### config.mk
export PLATFORM = sky130hd
export DESIGN_NAME = power_on_boot_sequencer
export DESIGN_NICKNAME = d
export VERILOG_FILES = /design/src/boot_seq_pkg.sv /design/src/power_on_boot_sequencer.sv
export SDC_FILE = /design/constraint.sdc
export NUM_CORES = 1
export LEC_CHECK = 0
export ABC_AREA = 1
export BUFFER_PORTS_ARGS = -buffer_cell sky130_fd_sc_hd__buf_2
export CAP_MARGIN = 20
export CORE_ASPECT_RATIO = 0.8
export CORE_MARGIN = 1
export CORE_UTILIZATION = 48
export DETAILED_ROUTE_END_ITERATION = 6
export GPL_ROUTABILITY_DRIVEN = 0
export GPL_TIMING_DRIVEN = 0
export HOLD_SLACK_MARGIN = 0.02
export PLACE_DENSITY = 0.84
export SYNTH_ARGS = -nofsm -noshare
export SYNTH_HDL_FRONTEND = slang
export SYNTH_SLANG_ARGS = --single-unit
### constraint.sdc
create_clock -name pclk -period 1.8 [get_ports pclk]
set_clock_uncertainty 0.1 [all_clocks]
set_input_delay 0.27 -clock pclk [delete_from_list [all_inputs] [get_ports pclk]]
set_output_delay 0.27 -clock pclk [all_outputs]
set_load 0.02 [all_outputs]
### src/boot_seq_pkg.sv
package boot_seq_pkg;

    // Register byte offsets on the APB bus.
    localparam logic [7:0] ctrl_off = 8'h00;
    localparam logic [7:0] status_off = 8'h04;
    localparam logic [7:0] irq_stat_off = 8'h08;
    localparam logic [7:0] irq_mask_off = 8'h0c;
    localparam logic [7:0] flash_cmd_off = 8'h10;
    localparam logic [7:0] readback_off = 8'h14;

    // Control register field positions.
    localparam int ctrl_monitor_en_bit = 0;
    localparam int ctrl_reference_on_bit = 1;
    localparam int ctrl_dual_boot_bit = 2;
    localparam int ctrl_crc_after_cfg_bit = 3;
    localparam int ctrl_checker_en_bit = 4;
    localparam int ctrl_pll_off_bit = 5;

    // Control reset value: monitoring and reference on, checker on.
    localparam logic [5:0] ctrl_reset = 6'h13;

    // Flash command codes written to the command register.
    localparam logic [2:0] cmd_none = 3'h0;
    localparam logic [2:0] cmd_program = 3'h1;
    localparam logic [2:0] cmd_erase = 3'h2;
    localparam logic [2:0] cmd_full_erase = 3'h3;
    localparam logic [2:0] cmd_set_security = 3'h4;
    localparam logic [2:0] cmd_set_otp = 3'h5;

    // Interrupt status bit positions.
    localparam int irq_user_bit = 0;
    localparam int irq_droop_bit = 1;
    localparam int irq_golden_bit = 2;
    localparam int irq_crc_err_bit = 3;
    localparam int irq_refused_bit = 4;
    localparam int irq_width = 5;

    // Flash download time and its cycle count at 200 MHz.
    localparam int flash_download_time_us = 10;
    localparam int clk_mhz = 200;
    localparam int download_cycles = flash_download_time_us * clk_mhz;

    // Soft-error checker clock divider ratio.
    localparam int checker_div = 8;

    // Sequencer states.
    typedef enum logic [5:0] {
        st_wait_supply = 6'h01,
        st_load_primary = 6'h02,
        st_load_golden = 6'h04,
        st_crc_check = 6'h08,
        st_user = 6'h10
    } seq_state_t;

endpackage

### src/power_on_boot_sequencer.sv
`timescale 1ns/1ps
module power_on_boot_sequencer
    import boot_seq_pkg::*;
#(
    parameter int download_cycles_p = download_cycles,
    parameter int io_width = 8,
    parameter bit regulated_core = 1'b1
) (
    // Clock and reset.
    input wire logic pclk,
    input wire logic presetn,
    // APB slave.
    input wire logic psel,
    input wire logic penable,
    input wire logic pwrite,
    input wire logic [7:0] paddr,
    input wire logic [31:0] pwdata,
    output logic [31:0] prdata,
    output logic pready,
    output logic pslverr,
    // Supply monitor comparator outputs.
    input wire logic core_above_rising,
    input wire logic bank_above_rising,
    input wire logic ext_above_rising,
    input wire logic core_above_precise,
    input wire logic core_above_low_power,
    // Configuration load results.
    input wire logic primary_corrupt,
    input wire logic golden_corrupt,
    input wire logic crc_error,
    // User fabric.
    input wire logic [io_width-1:0] user_out,
    input wire logic [io_width-1:0] user_oe,
    input wire logic crc_request,
    output logic [io_width-1:0] io_out,
    output logic [io_width-1:0] io_oe,
    output logic user_mode,
    output logic device_reset,
    output logic load_from_internal,
    output logic load_from_spi,
    output logic checker_clk,
    // PLL power control.
    input wire logic pll_outputs_low,
    output logic pll_power_down,
    // Interrupt.
    output logic irq
);

    // Sequencer state and its next value.
    seq_state_t state_r, state_nxt;
    // Load and check timer.
    logic [31:0] timer_r;
    // Software control bits.
    logic [5:0] ctrl_r;
    // Security and one-time-programmable locks.
    logic secure_r;
    logic otp_r;
    // Sticky interrupt status and its mask.
    logic [irq_width-1:0] irq_stat_r;
    logic [irq_width-1:0] irq_mask_r;
    // Checker divider counter and its clock.
    logic [3:0] div_r;
    logic checker_clk_r;
    // Flag for a refused flash command or readback.
    logic refused;
    // Bus strobes.
    logic wr_en;
    logic rd_en;
    // Supplies good at power-up.
    logic supplies_up;
    // Droop event in user mode.
    logic droop;
    // Flash command field of the current write.
    logic [2:0] cmd;
    // Pins belong to the fabric in user mode and during a check that user logic asked for.
    logic io_to_user;

    assign wr_en = psel && penable && pwrite;
    assign rd_en = psel && penable && !pwrite;
    assign pready = 1'b1;
    assign pslverr = 1'b0;
    assign cmd = pwdata[2:0];

    // Regulated parts also need the external supply up.
    assign supplies_up = core_above_rising && bank_above_rising
        && (!regulated_core || ext_above_rising);

    // Droop uses the precise threshold while the reference runs, else the low-power one.
    always_comb begin
        if (ctrl_r[ctrl_reference_on_bit]) begin
            droop = !core_above_precise;
        end else begin
            droop = !core_above_low_power;
        end
        if (!ctrl_r[ctrl_monitor_en_bit] || state_r != st_user) begin
            droop = 1'b0;
        end
    end

    // Next-state logic of the start-up sequence.
    always_comb begin
        state_nxt = state_r;
        case (state_r)
            st_wait_supply: begin
                // Every monitored supply has crossed its rising threshold.
                if (supplies_up) begin
                    state_nxt = st_load_primary;
                end
            end
            st_load_primary: begin
                // A corrupt primary falls back to the golden copy when allowed.
                if (primary_corrupt && ctrl_r[ctrl_dual_boot_bit]) begin
                    state_nxt = st_load_golden;
                end else if (timer_r >= 32'(download_cycles_p - 1)) begin
                    // Image fully loaded: check it first if asked, else run.
                    state_nxt = ctrl_r[ctrl_crc_after_cfg_bit] ? st_crc_check : st_user;
                end
            end
            st_load_golden: begin
                // A bad golden copy leaves nothing to run, so supplies are watched again.
                if (golden_corrupt) begin
                    state_nxt = st_wait_supply;
                end else if (timer_r >= 32'(download_cycles_p - 1)) begin
                    // Golden image fully loaded.
                    state_nxt = ctrl_r[ctrl_crc_after_cfg_bit] ? st_crc_check : st_user;
                end
            end
            st_crc_check: begin
                // The check runs for a fixed span, then user mode resumes.
                if (timer_r >= 32'(checker_div * 4 - 1)) begin
                    state_nxt = st_user;
                end
            end
            st_user: begin
                // Supply droop wins over a check request.
                if (droop) begin
                    state_nxt = st_wait_supply;
                end else if (crc_request && ctrl_r[ctrl_checker_en_bit]) begin
                    // User logic asks for a check while the checker runs.
                    state_nxt = st_crc_check;
                end
            end
            default: begin
                // An illegal code recovers to the supply wait.
                state_nxt = st_wait_supply;
            end
        endcase
    end

    // State register.
    always_ff @(posedge pclk or negedge presetn) begin
        if (!presetn) begin
            state_r <= st_wait_supply;
        end else begin
            state_r <= state_nxt;
        end
    end

    // Timer restarts on every state change.
    always_ff @(posedge pclk or negedge presetn) begin
        if (!presetn) begin
            timer_r <= 32'h0;
        end else if (state_nxt != state_r) begin
            timer_r <= 32'h0;
        end else begin
            timer_r <= timer_r + 32'h1;
        end
    end

    // Image source selection: primary from internal flash, golden from SPI flash.
    assign load_from_internal = (state_r == st_load_primary);
    assign load_from_spi = (state_r == st_load_golden);

    // A user-requested check keeps user_mode high; a check right after loading does not.
    assign io_to_user = (state_nxt == st_user)
        || (state_nxt == st_crc_check && user_mode);

    // I/O ownership passes to user logic only in user mode or its own check.
    always_ff @(posedge pclk or negedge presetn) begin
        if (!presetn) begin
            io_out <= '0;
            io_oe <= '0;
        end else if (io_to_user) begin
            io_out <= user_out;
            io_oe <= user_oe;
        end else begin
            io_out <= '0;
            io_oe <= '0;
        end
    end

    // User-mode flag and device reset output.
    always_ff @(posedge pclk or negedge presetn) begin
        if (!presetn) begin
            user_mode <= 1'b0;
            device_reset <= 1'b1;
        end else if (droop) begin
            // Droop drops the flag and resets the device.
            user_mode <= 1'b0;
            device_reset <= 1'b1;
        end else if (state_nxt == st_user) begin
            // Entering user mode releases the device from reset.
            user_mode <= 1'b1;
            device_reset <= 1'b0;
        end else if (state_r == st_wait_supply) begin
            // While supplies are watched the device stays in reset.
            device_reset <= 1'b1;
        end
    end

    // Control register write.
    always_ff @(posedge pclk or negedge presetn) begin
        if (!presetn) begin
            ctrl_r <= ctrl_reset;
        end else if (wr_en && paddr == ctrl_off) begin
            ctrl_r <= pwdata[5:0];
        end
    end

    // Security and OTP locks; OTP blocks erase, only full erase clears security.
    always_ff @(posedge pclk or negedge presetn) begin
        if (!presetn) begin
            secure_r <= 1'b0;
            otp_r <= 1'b0;
        end else if (wr_en && paddr == flash_cmd_off) begin
            if (cmd == cmd_set_security) begin
                // Each lock is set by its own command and by nothing else.
                secure_r <= 1'b1;
            end else if (cmd == cmd_set_otp) begin
                otp_r <= 1'b1;
            end else if (cmd == cmd_full_erase && !otp_r) begin
                // Under OTP the full erase is refused, so security sticks too.
                secure_r <= 1'b0;
            end
        end
    end

    // Refusal of locked readback or OTP-protected erase and program.
    always_comb begin
        refused = 1'b0;
        if (rd_en && paddr == readback_off && secure_r) begin
            refused = 1'b1;
        end else if (wr_en && paddr == flash_cmd_off && otp_r
            && (cmd == cmd_program || cmd == cmd_erase || cmd == cmd_full_erase)) begin
            refused = 1'b1;
        end
    end

    // Sticky status: events set, a read clears, and a set wins over the clear.
    always_ff @(posedge pclk or negedge presetn) begin
        if (!presetn) begin
            irq_stat_r <= '0;
        end else begin
            irq_stat_r <= ((rd_en && paddr == irq_stat_off) ? '0 : irq_stat_r)
                | {refused,
                   crc_error && state_r == st_crc_check,
                   state_nxt == st_load_golden && state_r == st_load_primary,
                   droop,
                   state_nxt == st_user && state_r != st_user};
        end
    end

    // Interrupt mask register.
    always_ff @(posedge pclk or negedge presetn) begin
        if (!presetn) begin
            irq_mask_r <= '0;
        end else if (wr_en && paddr == irq_mask_off) begin
            irq_mask_r <= pwdata[irq_width-1:0];
        end
    end

    assign irq = |(irq_stat_r & irq_mask_r);

    // Read data mux; locked readback returns zero.
    always_ff @(posedge pclk or negedge presetn) begin
        if (!presetn) begin
            prdata <= 32'h0;
        end else if (psel && !penable && !pwrite) begin
            if (paddr == ctrl_off) begin
                prdata <= {26'h0, ctrl_r};
            end else if (paddr == status_off) begin
                prdata <= {24'h0, otp_r, secure_r, state_r};
            end else if (paddr == irq_stat_off) begin
                prdata <= {27'h0, irq_stat_r};
            end else if (paddr == irq_mask_off) begin
                prdata <= {27'h0, irq_mask_r};
            end else if (paddr == readback_off && !secure_r) begin
                prdata <= 32'(io_out);
            end else begin
                prdata <= 32'h0;
            end
        end
    end

    // Dedicated checker clock divider, stopped when the checker is off.
    always_ff @(posedge pclk or negedge presetn) begin
        if (!presetn) begin
            div_r <= 4'h0;
            checker_clk_r <= 1'b0;
        end else if (!ctrl_r[ctrl_checker_en_bit]) begin
            // Checker off: divider and its clock are held low to save power.
            div_r <= 4'h0;
            checker_clk_r <= 1'b0;
        end else if (div_r == 4'(checker_div / 2 - 1)) begin
            // Half period reached: toggle the checker clock.
            div_r <= 4'h0;
            checker_clk_r <= !checker_clk_r;
        end else begin
            // Count towards the next toggle.
            div_r <= div_r + 4'h1;
        end
    end

    assign checker_clk = checker_clk_r;

    // PLL powers down only once all its outputs are low.
    always_ff @(posedge pclk or negedge presetn) begin
        if (!presetn) begin
            pll_power_down <= 1'b0;
        end else begin
            pll_power_down <= ctrl_r[ctrl_pll_off_bit] && pll_outputs_low;
        end
    end

endmodule // power_on_boot_sequencer

==> Implementation_results.wiki, run 1 <==
{| class="wikitable"
! Metric !! Value
|-
| Area added between synthesis and finish || 34.1%
|-
| Shortest clock period the worst path allows after layout || 2.32 ns
|-
| Final-report hold violation count || 0
|-
| Die Y || 90.7 µm
|-
| Area of the mapped netlist || approximately 0.0047 mm²
|-
| Total routed wirelength || 14200 µm
|-
| Most common library cell in the layout ignoring fill and taps || sky130_fd_sc_hd__nand2_1
|-
| Initial Utilization || 50.7%
|-
| Maximum number of pins on one net before global-route repair || 55
|-
| Final core utilization || 68.0%
|-
| Worst skew pair latency || 0.34 ns
|-
| Arrival time of the worst setup path || roughly 2.5 ns
|-
| Post-route fraction of the period consumed by the critical path || 129%
|-
| Depth of the worst register-to-register path || 12
|-
| Clock-pin slew reported for the worst setup and hold paths after clock tree synthesis || 0.07 ns
|-
| Final std cells w/o fill || between 800 and 900
|-
| Root buffer selected by CTS || sky130_fd_sc_hd__clkbuf_16
|-
| CP startpoint || timer_r[27]$_DFF_PN0_
|-
| Vias in the first global route || 4340
|-
| Vias after detailed routing || about 4700
|-
| Depth of the critical timing path with buffers and inverters included || 12
|-
| Peak supply drop || 618 µV
|-
| Gr ovfl total || 0
|-
| DR DRC count || 0
|-
| Global-route wire length before repair || 20100 µm
|-
| Clock sink count || 88
|-
| Cell area reported after detailed placement || 0.00538 mm²
|-
| Min-Delay Path Depth || 3
|-
| TritonCTS clock tree || done
|-
| Final instance area || 0.00633 mm²
|-
| Total area of multi-input combinational cells || 0.00236 mm²
|-
| Number of CTS-inserted buffers || 9
|-
| Detail Placement HPWL || 8350 µm
|-
| Rows || 31
|-
| Most frequent cell on the critical path || sky130_fd_sc_hd__nor2_2
|-
| Setup WS pre-CTS || -0.352 ns
|-
| Number of enable flip-flop cells after synthesis || 0
|-
| Post-synthesis average cell area || 8.17 µm²
|-
| Setup Total Neg Slack || -23.60 ns
|-
| Cells along the critical path || nor2_1, nand2_1, nor2_4, nand3_2, nor2_4, nor2_2, nor2_2, nand3_2, a21oi_4, nand2_4, buf_8, nor2_2
|-
| Most instantiated flip-flop cell in the synthesis netlist || sky130_fd_sc_hd__dfrtp_1
|-
| Final layout net count || 803
|-
| ANT cells || 0
|-
| Maximum clock frequency || ~430 MHz
|-
| Critical path's slowest cell || sky130_fd_sc_hd__dfrtp_1
|-
| Setup crit start kind || flop
|-
| Die width || 113 µm
|-
| Worst slew pin tran || ~0.57 ns
|-
| Count of boundary I/O pins || 128
|-
| Leakage power figure || 3.31 nW
|-
| Post-DR vias/cell || 5.52
|-
| Synthesized netlist cell count || 578
|-
| Overall global routing resource usage || 24.6%
|-
| Max_cap viols || 0
|-
| Placed Instances || just under 800
|-
| Highest-count cells in the layout ignoring fill and taps || 100 x sky130_fd_sc_hd__nand2_1, 76 x sky130_fd_sc_hd__inv_1, 75 x sky130_fd_sc_hd__dfrtp_1
|-
| Warning count from the yosys run || 0
|-
| Violations in the final reports || negative setup slack
|-
| Clock H-tree levels || 3
|-
| Core area || between 0.009 and 0.01 mm²
|-
| Die Area || 0.0102 mm²
|-
| Number of design-rule violations left by the first detailed-router iteration || 593
|-
| Peak per-stage delay on the critical path || 0.46 ns
|-
| Total power per unit cell area || 696 mW/mm²
|-
| Proportion of layout cells with a drive suffix above 1 || 36.6%
|-
| Number of nets with antenna violations after routing || 0
|-
| Count of port buffers added during placement || 75
|-
| Part of the Yosys area used for sequential elements || between 40 and 50%
|-
| Initial antenna violation count || 0
|-
| Pre-antenna DRT Iters || 6
|-
| Setup repair after global routing missed its margin || true
|-
| Peak fanout along the critical path || 6
|-
| Fin worst setup slack || -0.520 ns
|-
| Routed wire length per instance || 16.7 µm
|-
| Max-slew violations || 0
|-
| Worst reg2reg path startpoint || timer_r[27]$_DFF_PN0_
|-
| Crit path kind || flop to flop
|-
| Kind of path behind the tightest hold check || input pin to flop
|-
| Flops & latches, synth || between 80 and 90
|-
| Number of library cell types mapped by synthesis || 43
|-
| Category of the worst setup path capture point || flop
|-
| Worst Hold Launch || user_out[0]
|-
| Data required time of the worst path || 1.97 ns
|-
| Max-slew headroom || between 60% and 70%
|-
| Final setup violating endpoints || 54
|-
| Buffers and inverters on the worst path || 1
|-
| Cell family contributing the most delay on the critical path || simple AND/OR/NAND/NOR gates
|-
| Post-synth ARST share || 100%
|-
| Layout filler cell count || 657
|-
| Maximum buffer depth of the clock tree || 2
|-
| Area used by sequential logic in the layout || 0.00222 mm²
|-
| Outcome || finished with violations
|}
[area by class of cell]
type                    count  share of cell area (%)
multi-input cells         401                    37.2
flip-flops and latches     88                    35.0
repair buffers            117                    11.7
inverters                  81                    4.80
plain buffers              32                    4.11
clock buffers              10                    3.77
well taps                 115                    2.27
clock inverters             6                    1.09
[cell families after synthesis]
kind of cell | count (synthesis) | share of synthesized area (%)
multiplexers | 1 | 0.239
XOR/XNOR | 28 | 5.20
flip-flops | 88 | 46.8
adder cells (fa/ha/maj) | 2 | 0.530
AND/OR/NAND/NOR | 298 | 29.0
other | 2 | 0.159
AO/OA/AOI/OAI | 45 | 6.20
buffers and inverters | 114 | 11.9
[report_power, final]
| part | total [mW] | switching [mW] | internal (mW) |
|---|---|---|---|
| clock | 1.92 | 0.805 | 1.12 |
| sequential | 2.04 | 0.0311 | 2.01 |
| combinational | 0.452 | 0.274 | 0.178 |
| total | 4.41 | 1.11 | 3.30 |
[metal layers]
| metal | GRT usage [%] | part of all wire [%] | up-vias |
|---|---|---|---|
| met5 | 0 | 0 | - |
| met4 | 9.10 | 3.8 | 0 |
| met3 | 4.83 | 11 | 69 |
| met2 | 41.1 | 47 | 352 |
| met1 | 31.7 | 39 | 2197 |
| li1 | - | - | 2077 |
[final timing paths]
check / end / slack [ns]
max: timer_r[30]$_DFF_PN0_ / -0.52
min: io_out[0]$_DFF_PN0_ / 0.03
max reg2reg: timer_r[30]$_DFF_PN0_ / -0.52
min reg2reg: div_r[0]$_DFF_PN0_ / 0.37
max in group asynchronous: ctrl_r[0]$_DFFE_PN1P_ / 0.56
min in group asynchronous: timer_r[27]$_DFF_PN0_ / 0.34
[timing repair]
item / 4_1_cts / 5_1_grt
buffers inserted: 22 / 14
cloned: 3 / 0
hold buffers: 2 / 0
pin swaps: 14 / 19
resized for setup: 45 / 57
setup endpoints to repair: 53 / 63
hold endpoints to repair: 34 / 0
[registers in the layout, indices dropped and copies added, names as in the netlist, 4 cells and up]
register and flops:
timer_r 32, prdata 8, irq_mask_r 5, div_r 4
state_r 6, ctrl_r 6, irq_stat_r 5, io_out 8
io_oe 8
[cells in the mapped netlist (2+ instances only)]
library cell / count / area (µm²)
sky130_fd_sc_hd__conb_1: 2 / 7.51
sky130_fd_sc_hd__nand4_1: 19 / 119
sky130_fd_sc_hd__clkbuf_1: 2 / 7.51
sky130_fd_sc_hd__nor3_1: 12 / 60.1
sky130_fd_sc_hd__nor2_4: 3 / 33.8
sky130_fd_sc_hd__inv_1: 79 / 297
sky130_fd_sc_hd__inv_2: 2 / 7.51
sky130_fd_sc_hd__ha_1: 2 / 25.0
sky130_fd_sc_hd__nand2_2: 4 / 25.0
sky130_fd_sc_hd__nand3_1: 32 / 160
sky130_fd_sc_hd__o21ai_0: 20 / 100
sky130_fd_sc_hd__xnor2_1: 6 / 52.6
sky130_fd_sc_hd__buf_4: 27 / 203
sky130_fd_sc_hd__dfstp_2: 5 / 131
sky130_fd_sc_hd__and3_1: 2 / 12.5
sky130_fd_sc_hd__a21oi_4: 2 / 32.5
sky130_fd_sc_hd__buf_6: 4 / 45.0
sky130_fd_sc_hd__nand3_2: 2 / 20.0
sky130_fd_sc_hd__dfrtp_1: 83 / 2080
sky130_fd_sc_hd__a22oi_1: 2 / 15.0
sky130_fd_sc_hd__xor2_1: 22 / 193
sky130_fd_sc_hd__a2bb2oi_1: 3 / 26.3
sky130_fd_sc_hd__nor2_2: 15 / 93.8
sky130_fd_sc_hd__nand2_1: 108 / 405
sky130_fd_sc_hd__a21oi_1: 9 / 45.0
sky130_fd_sc_hd__nor4_1: 4 / 25.0
sky130_fd_sc_hd__a221oi_1: 2 / 17.5
sky130_fd_sc_hd__nor2_1: 90 / 338
[tightest hold or removal path, cell delays in order]
cell and delay (ns):
sky130_fd_sc_hd__buf_2 0.09, sky130_fd_sc_hd__inv_1 0.04, sky130_fd_sc_hd__nor2_1 0.03
[per-stage QoR]
stage | power, mW | hold slack, ns
floorplan | 2.28 | -0.126
global placement | 2.41 | 0.347
detailed placement | 2.43 | 0.167
CTS | 4.35 | 0.0247
global route | 4.51 | 0.0389
finish | 4.41 | 0.0276
(Power assumes the default switching activity.)
==> run 2: changes to the inputs <==
- PLACE_DENSITY: 0.84 -> 0.87
==> Implementation_results.wiki, run 2 (same netlist as run 1, synthesis figures left out) <==
{| class="wikitable"
! Metric !! Value
|-
| Highest-count cells in the layout ignoring fill and taps || 100 x sky130_fd_sc_hd__nand2_1, 78 x sky130_fd_sc_hd__inv_1, 76 x sky130_fd_sc_hd__dfrtp_1
|-
| Internal Power || 3.19 mW
|-
| Die Y || slightly above 90 µm
|-
| Initial antenna violation count || 0
|-
| Peak supply drop || 616 µV
|-
| Final setup violating endpoints || 53
|-
| Peak fanout along the critical path || 7
|-
| Register-to-register setup slack || -0.59 ns
|-
| Die width || approximately 110 µm
|-
| Worst slew pin tran || 0.640 ns
|-
| Final core utilization || 69.1%
|-
| Root buffer selected by CTS || sky130_fd_sc_hd__clkbuf_16
|-
| CP startpoint || timer_r[15]$_DFF_PN0_
|-
| Leakage power figure || between 3 and 4 nW
|-
| Crit path kind || flop to flop
|-
| Shortest clock period the worst path allows after layout || around 2.4 ns
|-
| DR DRC count || 1
|-
| Worst skew pair latency || 0.34 ns
|-
| Min-Delay Path Depth || 3
|-
| Maximum buffer depth of the clock tree || 2
|-
| TritonCTS clock tree || done
|-
| Max-slew headroom || 57.0%
|-
| Fraction of power consumed by sequential logic || 46.5%
|-
| Core area || approximately 0.0093 mm²
|-
| Violations in the final reports || design-rule violations, negative setup slack
|-
| Power share of the combinational group || 11.4%
|-
| Worst reg2reg path startpoint || timer_r[15]$_DFF_PN0_
|-
| Total routed wirelength || 15300 µm
|-
| Placed Instances || 794
|-
| Depth of the worst register-to-register path || 12
|-
| Setup repair after global routing missed its margin || true
|-
| Max-slew violations || 0
|-
| Area added between synthesis and finish || 36.2%
|-
| Worst Hold Launch || user_oe[1]
|-
| Switching Fraction || 27.1%
|-
| Count of boundary I/O pins || around 130
|-
| Initial Utilization || 50.7%
|-
| Overall global routing resource usage || between 20% and 30%
|-
| Number of nets with antenna violations after routing || 0
|-
| Final instance area || approximately 0.0064 mm²
|-
| Count of port buffers added during placement || 75
|-
| Clock H-tree levels || 3
|-
| Clock-pin slew reported for the worst setup and hold paths after clock tree synthesis || approximately 0.07 ns
|-
| Maximum clock frequency || 419 MHz
|-
| Rows || 31
|-
| Most flop-heavy register || timer_r
|-
| Max_cap viols || 0
|-
| Fin worst setup slack || -0.586 ns
|-
| Cell area reported after detailed placement || 0.00538 mm²
|-
| Clock sink count || 88
|-
| Vias in the first global route || 4184
|-
| Routed wire length per instance || 18.0 µm
|-
| Number of CTS-inserted buffers || 9
|-
| Kind of path behind the tightest hold check || input pin to flop
|-
| Final std cells w/o fill || 850
|-
| Post-route fraction of the period consumed by the critical path || 133%
|-
| Clock group share of total power || 42.1%
|-
| Hold worst-path end || io_oe[1]$_DFF_PN0_
|-
| Final-report hold violation count || 0
|-
| Most common library cell in the layout ignoring fill and taps || sky130_fd_sc_hd__nand2_1
|-
| Category of the worst setup path capture point || flop
|-
| Proportion of layout cells with a drive suffix above 1 || 38.5%
|-
| Number of design-rule violations left by the first detailed-router iteration || 635
|-
| Final layout net count || about 800
|-
| Global-route wire length before repair || 20100 µm
|-
| Outcome || finished with violations
|-
| Maximum number of pins on one net before global-route repair || 54
|-
| Total power per unit cell area || 681 mW/mm²
|-
| ANT cells || 0
|-
| Arrival time of the worst setup path || approximately 2.6 ns
|-
| Number of flip-flops under the largest register name || 32
|-
| Vias after detailed routing || ~4900
|-
| Data required time of the worst path || 1.97 ns
|-
| Detail Placement HPWL || 8240 µm
|-
| Pre-antenna DRT Iters || 7
|-
| Gr ovfl total || 0
|-
| Power spent charging and discharging nets || 1.18 mW
|-
| Die Area || between 0.01 and 0.015 mm²
|-
| Setup crit start kind || flop
|-
| Endpoint of the lowest-slack register-to-register path || timer_r[3]$_DFF_PN0_
|-
| Post-DR vias/cell || 5.76
|}
[run 2: worst max path at each step]
stage | slack [ns] | depth (start not counted) | end
floorplan | -0.05 | 15 | timer_r[7]$_DFF_PN0_
global placement | -0.34 | 1 | pll_power_down$_DFF_PN0_
detailed placement | -0.42 | 12 | timer_r[28]$_DFF_PN0_
CTS | -0.33 | 15 | timer_r[19]$_DFF_PN0_
global route | -0.71 | 12 | timer_r[15]$_DFF_PN0_
finish | -0.59 | 12 | timer_r[3]$_DFF_PN0_
[run 2: metal layers]
layer | share of wire [%] | GRT usage, %
met1 | 37 | 33.1
met2 | 45 | 39.0
met3 | 11 | 5.03
met4 | 6.6 | 10.6
met5 | 0 | 0
[run 2: area by class of cell]
cell class / count / area (µm²)
fillers: 610 / 2880
multi-input cells: 401 / 2440
flip-flops and latches: 88 / 2220
repair buffers: 116 / 771
inverters: 81 / 304
plain buffers: 33 / 268
clock buffers: 10 / 239
well taps: 115 / 144
clock inverters: 6 / 51.3
[run 2: power groups by stage]
stage | Sequential, mW | Clock [mW] | Combinational [mW]
3_5_place_dp | 2.06 | 0 | 0.368
3_3_place_gp | 2.06 | 0 | 0.348
4_1_cts | 2.03 | 1.83 | 0.391
2_1_floorplan | 2.07 | 0 | 0.210
6_report | 2.03 | 1.85 | 0.497
5_1_grt | 2.04 | 1.95 | 0.533
[run 2: stage by stage]
step,setup TNS (ns),power (mW),setup slack (ns),hold WS (ns)
floorplan,-1.54,2.28,-0.0521,-0.126
global placement,-38.73,2.41,-0.336,0.345
detailed placement,-15.79,2.43,-0.417,0.167
CTS,-14.32,4.25,-0.328,0.0247
global route,-28.18,4.52,-0.710,0.0335
finish,-24.10,4.38,-0.586,0.0372
[run 2: critical path, stage by stage (launching register included)]
cell                        delay, ns
sky130_fd_sc_hd__dfrtp_2         0.44
sky130_fd_sc_hd__nor2_1          0.14
sky130_fd_sc_hd__inv_1           0.08
sky130_fd_sc_hd__nor2_2          0.15
sky130_fd_sc_hd__inv_1           0.11
sky130_fd_sc_hd__nor2_4          0.17
sky130_fd_sc_hd__nand3_1         0.11
sky130_fd_sc_hd__nand3_1         0.20
sky130_fd_sc_hd__nand3_2         0.12
sky130_fd_sc_hd__a21oi_2         0.20
sky130_fd_sc_hd__nand2_4         0.16
sky130_fd_sc_hd__clkbuf_16       0.21
sky130_fd_sc_hd__nor2_2          0.11
[run 2: timing repair]
| action | in CTS | in global routing |
|---|---|---|
| endpoints found under the setup margin | 52 | 62 |
| hold endpoints to repair | 33 | 0 |
| setup buffers | 16 | 20 |
| cloned | 2 | 2 |
| pin swaps | 15 | 27 |
| hold buffers | 1 | 0 |
| resized for setup | 38 | 91 |
